### src/pkg/gpio_pkg.sv
// Constants shared by the dual-port GPIO block
// Function
// - A direction bit of one makes its pin an output and zero an input, per pin, on both ports.
// - An output pin is driven push-pull to its latch bit, with its pull-up off.
// - An input pin whose latch bit is one gets its pull-up, unless the global pull-up disable is set.
// - The pull-up is off when the latch bit is zero, the pin is an output, or the global disable is set.
// - While reset is low every pin of both ports floats, without waiting for a clock.
// - Reading a latch register address returns the stored latch, not the pin levels.
// - Reading a pin-level address returns the pin levels; it holds no storage and has no reset value.
// - Pin-level addresses are read-only and ignore writes; latch and direction registers are read-write.
// - Each port is eight bits wide; all eight Port A pins behave alike as plain I/O, as do Port B bits 0 to 5.
// - Pin levels pass through synchronising flip-flops before they can be read.
// - With the SPI enabled as slave, Port B bit 7 is forced to input; as master its direction bit rules.
// - With the SPI enabled as master, Port B bit 6 is forced to input; as slave its direction bit rules.
// - A pin forced to input by the SPI still has its pull-up steered by its latch bit.
`default_nettype none

package gpio_pkg;

   localparam int unsigned PORT_W    = 8;
   localparam int unsigned IO_ADDR_W = 6;

   // I/O space offsets
   localparam logic [5:0] B_PINS_ADDR  = 6'h16;
   localparam logic [5:0] B_DIR_ADDR   = 6'h17;
   localparam logic [5:0] B_LATCH_ADDR = 6'h18;
   localparam logic [5:0] A_PINS_ADDR  = 6'h19;
   localparam logic [5:0] A_DIR_ADDR   = 6'h1A;
   localparam logic [5:0] A_LATCH_ADDR = 6'h1B;

   // Values after reset, and the value read at unmapped addresses
   localparam logic [7:0] DIR_RESET   = 8'h00;
   localparam logic [7:0] LATCH_RESET = 8'h00;
   localparam logic [7:0] PINS_OFF    = 8'h00;
   localparam logic [7:0] UNMAPPED_RD = 8'h00;

   // Port B pins taken over by the SPI
   localparam int unsigned CLOCK_PIN_BIT     = 7;
   localparam int unsigned MASTER_IN_PIN_BIT = 6;

   // Input synchroniser depth and cycles until its output is meaningful
   localparam int unsigned SYNC_STAGES = 2;
   localparam logic [1:0]  WARM_CYCLES = 2'h3;

endpackage

`default_nettype wire

### src/verilog/gpio_input_sync.sv
// Two-stage synchroniser for the pin levels of both ports
`default_nettype none

module gpio_input_sync
   import gpio_pkg::*;
#(
   parameter int unsigned WIDTH = 2 * PORT_W
)
(
   // Clock and reset
   input  wire logic             clock,
   input  wire logic             rst_b,
   // Raw pins in, synchronised levels out
   input  wire logic [WIDTH-1:0] pinIn,
   output var  logic [WIDTH-1:0] pinSync
);

   typedef struct packed {
      logic [WIDTH-1:0] stage2;
      logic [WIDTH-1:0] stage1;
   } sync_state_s;

   sync_state_s state_reg;
   sync_state_s state_next;

   // First stage feeds only the second
   always_comb begin
      state_next.stage1 = pinIn;
      state_next.stage2 = state_reg.stage1;
   end

   always_ff @(posedge clock or negedge rst_b) begin
      if (!rst_b) begin
         state_reg <= '0;
      end else begin
         state_reg <= state_next;
      end
   end

   assign pinSync = state_reg.stage2;

endmodule

`default_nettype wire

### src/verilog/gpio_pin_drive.sv
// Per-pin drive and pull-up decode for one 8-bit port
`default_nettype none

module gpio_pin_drive
   import gpio_pkg::*;
(
   // Port configuration
   input  wire logic [PORT_W-1:0] direction,
   input  wire logic [PORT_W-1:0] latch,
   input  wire logic [PORT_W-1:0] forceInput,
   input  wire logic              pullupDisable,
   // Pin controls
   output logic      [PORT_W-1:0] pinOut,
   output logic      [PORT_W-1:0] pinOe,
   output logic      [PORT_W-1:0] pullupEn
);

   genvar i;

   // Every pin is decoded by the same slice
   generate
      for (i = 0; i < PORT_W; i = i + 1) begin : g_pin
         logic drives;
         assign drives      = direction[i] & ~forceInput[i];
         assign pinOe[i]    = drives;
         // Output data held low while floating keeps the pad quiet
         assign pinOut[i]   = drives & latch[i];
         assign pullupEn[i] = ~drives & latch[i] & ~pullupDisable;
      end
   endgenerate

endmodule

`default_nettype wire

### src/verilog/gpio_dual_port.sv
// Dual-port GPIO: registers, pin drive, pin sampling and SPI direction overrides
`default_nettype none

module gpio_dual_port
   import gpio_pkg::*;
(
   // Clock and reset
   input  wire logic                 clock,
   input  wire logic                 rst_b,
   // Processor I/O space access
   input  wire logic [IO_ADDR_W-1:0] ioAddr,
   input  wire logic                 ioWrEn,
   input  wire logic                 ioRdEn,
   input  wire logic [PORT_W-1:0]    ioWrData,
   output var  logic [PORT_W-1:0]    ioRdData,
   // Controls from elsewhere in the chip
   input  wire logic                 globalPullupDisable,
   input  wire logic                 spiEnable,
   input  wire logic                 spiMaster,
   // Port A pins
   input  wire logic [PORT_W-1:0]    aPinIn,
   output var  logic [PORT_W-1:0]    aPinOut,
   output var  logic [PORT_W-1:0]    aPinOe,
   output var  logic [PORT_W-1:0]    aPullupEn,
   // Port B pins
   input  wire logic [PORT_W-1:0]    bPinIn,
   output var  logic [PORT_W-1:0]    bPinOut,
   output var  logic [PORT_W-1:0]    bPinOe,
   output var  logic [PORT_W-1:0]    bPullupEn
);

   typedef struct packed {
      logic [PORT_W-1:0] aDir;
      logic [PORT_W-1:0] aLatch;
      logic [PORT_W-1:0] bDir;
      logic [PORT_W-1:0] bLatch;
      logic [PORT_W-1:0] rdData;
      logic [PORT_W-1:0] aOe;
      logic [PORT_W-1:0] aOut;
      logic [PORT_W-1:0] aPu;
      logic [PORT_W-1:0] bOe;
      logic [PORT_W-1:0] bOut;
      logic [PORT_W-1:0] bPu;
   } gpio_state_s;

   gpio_state_s         state_reg;
   gpio_state_s         state_next;
   logic [2*PORT_W-1:0] pinSync;
   logic [PORT_W-1:0]   bForceIn;
   logic [PORT_W-1:0]   aOeComb;
   logic [PORT_W-1:0]   aOutComb;
   logic [PORT_W-1:0]   aPuComb;
   logic [PORT_W-1:0]   bOeComb;
   logic [PORT_W-1:0]   bOutComb;
   logic [PORT_W-1:0]   bPuComb;

   // SPI takes the clock pin as slave and the master-in pin as master
   always_comb begin
      bForceIn                    = '0;
      bForceIn[CLOCK_PIN_BIT]     = spiEnable & ~spiMaster;
      bForceIn[MASTER_IN_PIN_BIT] = spiEnable & spiMaster;
   end

   gpio_input_sync u_inputSync (
      .clock   (clock),
      .rst_b   (rst_b),
      .pinIn   ({bPinIn, aPinIn}),
      .pinSync (pinSync)
   );

   gpio_pin_drive u_aDrive (
      .direction     (state_reg.aDir),
      .latch         (state_reg.aLatch),
      .forceInput    ('0),
      .pullupDisable (globalPullupDisable),
      .pinOut        (aOutComb),
      .pinOe         (aOeComb),
      .pullupEn      (aPuComb)
   );

   gpio_pin_drive u_bDrive (
      .direction     (state_reg.bDir),
      .latch         (state_reg.bLatch),
      .forceInput    (bForceIn),
      .pullupDisable (globalPullupDisable),
      .pinOut        (bOutComb),
      .pinOe         (bOeComb),
      .pullupEn      (bPuComb)
   );

   always_comb begin
      state_next = state_reg;
      // Pin-level addresses fall to the default and are dropped
      if (ioWrEn) begin
         case (ioAddr)
            A_DIR_ADDR:   state_next.aDir   = ioWrData;
            A_LATCH_ADDR: state_next.aLatch = ioWrData;
            B_DIR_ADDR:   state_next.bDir   = ioWrData;
            B_LATCH_ADDR: state_next.bLatch = ioWrData;
            default: begin
            end
         endcase
      end
      // Read data holds between reads; a read beside a write sees the old value
      if (ioRdEn) begin
         case (ioAddr)
            A_PINS_ADDR:  state_next.rdData = pinSync[PORT_W-1:0];
            A_DIR_ADDR:   state_next.rdData = state_reg.aDir;
            A_LATCH_ADDR: state_next.rdData = state_reg.aLatch;
            B_PINS_ADDR:  state_next.rdData = pinSync[2*PORT_W-1:PORT_W];
            B_DIR_ADDR:   state_next.rdData = state_reg.bDir;
            B_LATCH_ADDR: state_next.rdData = state_reg.bLatch;
            default:      state_next.rdData = UNMAPPED_RD;
         endcase
      end
      // Pins follow the registers one cycle later, from flops
      state_next.aOe  = aOeComb;
      state_next.aOut = aOutComb;
      state_next.aPu  = aPuComb;
      state_next.bOe  = bOeComb;
      state_next.bOut = bOutComb;
      state_next.bPu  = bPuComb;
   end

   // Drive enables clear at once under reset, clock or no clock
   always_ff @(posedge clock or negedge rst_b) begin
      if (!rst_b) begin
         state_reg <= '{aDir: DIR_RESET, aLatch: LATCH_RESET,
                        bDir: DIR_RESET, bLatch: LATCH_RESET,
                        default: PINS_OFF};
      end else begin
         state_reg <= state_next;
      end
   end

   assign ioRdData  = state_reg.rdData;
   assign aPinOut   = state_reg.aOut;
   assign aPinOe    = state_reg.aOe;
   assign aPullupEn = state_reg.aPu;
   assign bPinOut   = state_reg.bOut;
   assign bPinOe    = state_reg.bOe;
   assign bPullupEn = state_reg.bPu;

   // Checks

   logic [1:0] warmCnt;

   // Pin history before the release means nothing to the synchroniser
   always_ff @(posedge clock or negedge rst_b) begin
      if (!rst_b) begin
         warmCnt <= 2'h0;
      end else if (warmCnt != WARM_CYCLES) begin
         warmCnt <= warmCnt + 2'h1;
      end
   end
endmodule

`default_nettype wire

### config.mk
export PLATFORM = sky130hd
export DESIGN_NAME = gpio_dual_port
export DESIGN_NICKNAME = d
export VERILOG_FILES = /design/src/pkg/gpio_pkg.sv /design/src/verilog/gpio_input_sync.sv /design/src/verilog/gpio_pin_drive.sv /design/src/verilog/gpio_dual_port.sv
export SDC_FILE = /design/constraint.sdc
export NUM_CORES = 1
export LEC_CHECK = 0
export ABC_AREA = 1
export BUFFER_PORTS_ARGS = -buffer_cell sky130_fd_sc_hd__buf_2
export CAP_MARGIN = 20
export CORE_AREA = 2 2 113 115
export CTS_CLUSTER_DIAMETER = 60
export DETAILED_ROUTE_END_ITERATION = 8
export DIE_AREA = 0 0 115 117
export PLACE_DENSITY = 0.71
export SYNTH_ARGS = -nofsm -noshare
export SYNTH_HDL_FRONTEND = slang
export SYNTH_SLANG_ARGS = --single-unit
### constraint.sdc
create_clock -name clock -period 0.87 [get_ports clock]
set_clock_uncertainty 0.15 [all_clocks]
set_input_delay 0.174 -clock clock [delete_from_list [all_inputs] [get_ports clock]]
set_output_delay 0.174 -clock clock [all_outputs]
set_load 0.005 [all_outputs]
==> After elaboration in Yosys (flattened, before gate mapping) <==
Index checks and enable logic that the tools add are counted.
{ "word_totals": {"register_bits": 120, "elab_cells": 96, "memories": 0, "out_inout_bits": 56, "latch_bits": 0, "ram_bits": 0, "romBits": 0, "in_bits": 37} }
{ "op_classes": {"addsub": 0, "n_eq_ne": 6, "bitwise": 72, "n_lt_le_gt_ge": 0, "n_reduce_logical": 4, "mux": 1, "div": 0, "multipliers": 0, "shift": 0} }
{ "op_table": {"columns": ["operator", "n"], "rows": [
  ["bitwise AND 1 bit", 52],
  ["case mux 8 bit (6 select lines)", 1],
  ["== test 6 x 5 -> 1 bit, second input constant", 6],
  ["inverter 1 bit", 20],
  ["AND reduction 2 bit", 4]
]} }

==> Longest topological paths before layout <==
{ "depth": {"ltp_word": 7, "depth_mapped": 8, "depth_no_buf": 7} }

==> By module <==
From an unflattened synthesis, not the netlist that was laid out.
{ "unflattened": {"hier_cells": 543, "hier_area_um2": 5170.0} }
{ "by_module_without_submodules": {"columns": ["module", "area_each_um2", "n_inst", "cells_each"], "rows": [
  ["gpio_dual_port", 3718.6, 1, 365],
  ["gpio_input_sync", 800.8, 1, 32],
  ["gpio_pin_drive", 325.3, 2, 73]
]} }

==> Worst setup path after synthesis <==
OpenSTA, ideal clock, no wires.
{ "synth_path": {"path_kind": "in2reg", "start": "input port ioAddr[5]", "end": "register state_reg (netlist bit ioRdData[0])", "stages": 8, "t_arrival_ps": 966, "required_time_ps": 643, "path_slack_ps": -324, "setup_ps": 77, "n_path_buf": 1, "cell_sequence": "inv_1 nand2_1 nor2_4 buf_2 nand2_1 nor2_1 nor2_1 a21oi_1"} }
{ "synth_between": {"elab_chain_cells": 2} }
{ "synth_rtl": {"columns": ["item", "line_no", "text"], "rows": [
  ["start, declared", "gpio_dual_port.sv:11", "input wire logic [IO_ADDR_W-1:0] ioAddr,"],
  ["== test 6 x 5 -> 1 bit", "gpio_dual_port.sv:106", "case (ioAddr)"],
  ["case mux 8 bit (6 select lines) *", "gpio_dual_port.sv:106", null],
  ["end signal, assigned", "gpio_dual_port.sv:128", "state_reg <= '{aDir: DIR_RESET, aLatch: LATCH_RESET,"],
  ["end signal, assigned", "gpio_dual_port.sv:132", "state_reg <= state_next;"],
  ["end, declared", "gpio_dual_port.sv:46", "gpio_state_s state_reg;"]
]} }
Mark *: on every way between the ends. The rest lies on a longest branch, timed or not.
A chain may end at the register's enable or synchronous reset.

==> Worst setup path in the final report <==
{ "layout_path": {"start": "register state_reg (netlist bit ioRdData[2])", "end": "output port ioRdData[2]"} }
{ "layout_lines": {"columns": ["item", "line_no", "text"], "rows": [
  ["end, declared", "gpio_dual_port.sv:15", "output var logic [PORT_W-1:0] ioRdData,"]
]} }
No word-level cell between the ends.

==> flow_metrics.py <==
metrics = {
    "clocking": {
        "cts_htree_levels": 4,
        "cts_root_buf": "clkbuf_16",
        "cts_tree": "built",
        "clockBufferDepth": 2,
        "worstSkewPairLatency_ns": 0.41,
        "numClockSinks": 120,
        "clkTransAtPathRegs_ns": 0.06,
        "cts_inserted_buffers": 17,
        "cts_hold_repair.buffers": 17,
    },
    "routing": {
        "wl_per_cell_microns": 15.79,
        "antenna_left": 0,
        "finalWirelength_microns": 11890,
        "drt_drc_violations_left": 0,
        "vias": 3605,
        "drt_first_iter_violations": 231,
        "via_per_inst": 4.788,
        "drt_pass1_iterations": 5,
    },
    "floorplanning": {
        "start_util_pct": 38.74,
        "die_x_microns": 115,
        "ios": 93,
        "die_y_microns": 117,
        "die-area_sq_um": 13460,
        "row_count": 41,
        "fp.coreArea_sq_um": 12310,
    },
    "cells_and_area": {
        "syn_to_final_growth_pct": 48.58,
        "seq_area_sq_um": 3013,
        "final_cells": 753,
        "diodes": 0,
        "fillers": 981,
        "largest_reg_flops": 32,
        "finish.net_count": 627,
        "drive_gt1_share_pct": 58.54,
        "multiInputGateArea_sq_um": 1693,
    },
    "logic_synthesis": {
        "syn_avg_cell_area_sq_um": 10.48,
        "synth-simple-area-share_pct": 18.21,
        "ys_seq_area_share_pct": 62.96,
        "synth_fa_ha_area_share_pct": 0,
        "synth_compound_area_share_pct": 5.194,
        "synth_cells": 455,
        "synth-async-reset-ratio_pct": 100.0,
        "yosys_most_used_dff": "dfrtp_1",
        "synthXorXnorAreaFrac_pct": 0,
        "synthTopCellsByArea": "dfrtp_1 63%, buf_4 9.1%, nand2_1 6.2%, nand3_1 4.3%, inv_1 3.2%",
        "synth_mux_area_share_pct": 0,
        "synth_top_family_by_area": "simple AND/OR/NAND/NOR gates",
        "synth_top_cell_area_share_pct": 62.96,
        "synth_commonest_cells": "120 x dfrtp_1, 79 x nand2_1, 58 x buf_4",
        "yosysWarnings": 0,
        "yosysUniqueCellTypes": 22,
        "synth_edf_count": 0,
        "synth_most_common_cell": "dfrtp_1",
        "synth_top_area_cell": "dfrtp_1",
        "syn_nets": 492,
        "syn_area_sq_um": 4770,
        "synth_seq_cells": 120,
    },
    "worst_hold_path": {
        "hp-class": "input port to flip-flop",
    },
    "placement": {
        "post-place-ws_ns": -0.6473,
        "dp_hpwl_microns": 7330,
        "gp_congestion": 0.8390,
        "numPortBuffers": 92,
        "place_inst": 676,
    },
    "critical_path": {
        "slowest_stage": "dfrtp_1",
        "cp-start-kind": "flip-flop",
        "critPathArrivalTime_ns": 0.94,
        "end_kind": "output port",
        "path_buf_inv": 1,
        "cp_cell_sequence": "buf_2",
        "cp.required_ns": 0.55,
        "slowest_delay_ns": 0.40,
        "path_class": "flip-flop to output port",
        "cp_max_fo": 2,
        "cpLargestDelayFamily": "flip-flops",
    },
    "power": {
        "p_total_mw": 15.19,
        "leakagePower_nw": 3.572,
        "p_per_area_nw_per_um2": 2143,
        "ir_drop_mv": 1.548,
    },
    "global_route": {
        "grt_antenna_before_repair": 0,
        "grt_pass1_wl_microns": 17560,
        "grt_max_degree": 34,
        "grt.overflow.total": 0,
        "grt_pass1_vias": 3433,
        "grt_usage_pct": 17.57,
    },
    "sta": {
        "period_share_pct": 145.2,
        "hold_ws_ns": -0.08410,
        "finalHoldViolations": 24,
        "worstMarginPinSlew_ns": 0.5589,
        "fmax_ghz": 0.7914,
        "setup_violations": 131,
        "rsz0062_at_grt": "true",
        "slew_headroom_pct": 62.74,
        "final-max-slew-violation-count": 0,
        "finalCriticalPeriod_ns": 1.264,
        "setup_slack_ns": -0.3936,
    },
    "status": {
        "status": "complete, but fails checks",
        "violations": "hold timing, setup timing",
    },
    "run": {
        "maxCapViolations": 0,
    },
}
routing by layer:
metal / up-vias / track usage, % / part of all wire [%]
met3: 35 / 6.334 / 6.6
met4: 0 / 8.835 / 3.1
met5: - / 0 / 0
met1: 1735 / 21.40 / 40
li1: 1672 / - / -
met2: 163 / 27.80 / 50
area by class of cell:
type                            count  area share (%)
Sequential cell                   120           42.51
Inverter                           42           3.001
Clock buffer                       17           6.003
Tap cell                          150           2.648
Multi-Input combinational cell    231           23.89
Timing Repair inverter              2          0.2472
Clock inverter                     15           2.013
Timing Repair Buffer              176           19.69
where the power goes:
part / total (mW) / internal (mW) / leakage, nW / switching [mW]
Combinational: 2.17 / 1.10 / 1.76 / 1.08
Clock: 6.64 / 3.98 / 0.269 / 2.66
Sequential: 6.38 / 6.06 / 1.54 / 0.320
path summary, 6_finish.rpt:
path	to	cells past startpoint	slack, ns	from
setup / recovery	ioRdData[2]	1	-0.39	ioRdData[2]
hold / removal	bPinOe[7]	3	-0.08	spiMaster
setup reg to reg	ioRdData[7]	4	-0.18	state_reg[63]
hold reg to reg	u_inputSync.pinSync[12]	0	0.19	u_inputSync.state_next[28]
max in group asynchronous	u_inputSync.state_next[30]	3	0.07	rst_b
min in group asynchronous	state_reg[68]	2	0.06	rst_b
cell usage in the layout (no fill, tap or decap), types with 4 or more instances in the layout:
master / count
inv_1: 23
dfrtp_2: 8
nor2_2: 19
inv_6: 8
clkbuf_16: 18
o21ai_1: 18
nand3_2: 19
nand3_1: 22
dlygate4sd3_1: 17
a21oi_1: 6
nand2_8: 4
nand2_4: 8
inv_2: 13
buf_2: 87
nand2_1: 30
nand2_2: 40
o21ai_2: 16
dfrtp_1: 112
buf_12: 5
clkinvlp_4: 4
buf_6: 41
nor2_4: 5
buf_4: 23
nor3b_2: 6
nor2_1: 20
nand3_4: 8
cell families after synthesis:
group                  count (synthesis)
buffers and inverters                110
AND/OR/NAND/NOR                      183
flip-flops                           120
AO/OA/AOI/OAI                         42
per-stage QoR:
stage	instance area [sq um]	utilization, %	setup TNS, ns	hold WS [ns]
6_report	7087	57.56	-25.65	-0.08410
5_1_grt	7087	57.56	-29.70	-0.07765
4_1_cts	6649	54.00	-24.53	-0.09294
3_5_place_dp	5446	44.24	-25.54	-0.08190
3_3_place_gp	5446	44.24	-24.17	-0.07909
2_1_floorplan	4917	-	-7.303	-0.2716
repair_timing:
item | CTS | global route
hold endpoints to repair | 173 | 21
pin swaps | 38 | 48
cloned | 5 | 5
resized for setup | 104 | 100
setup endpoints to repair | 130 | 148
setup buffers | 7 | 14
No activity file was read; power rests on OpenSTA's default activity.
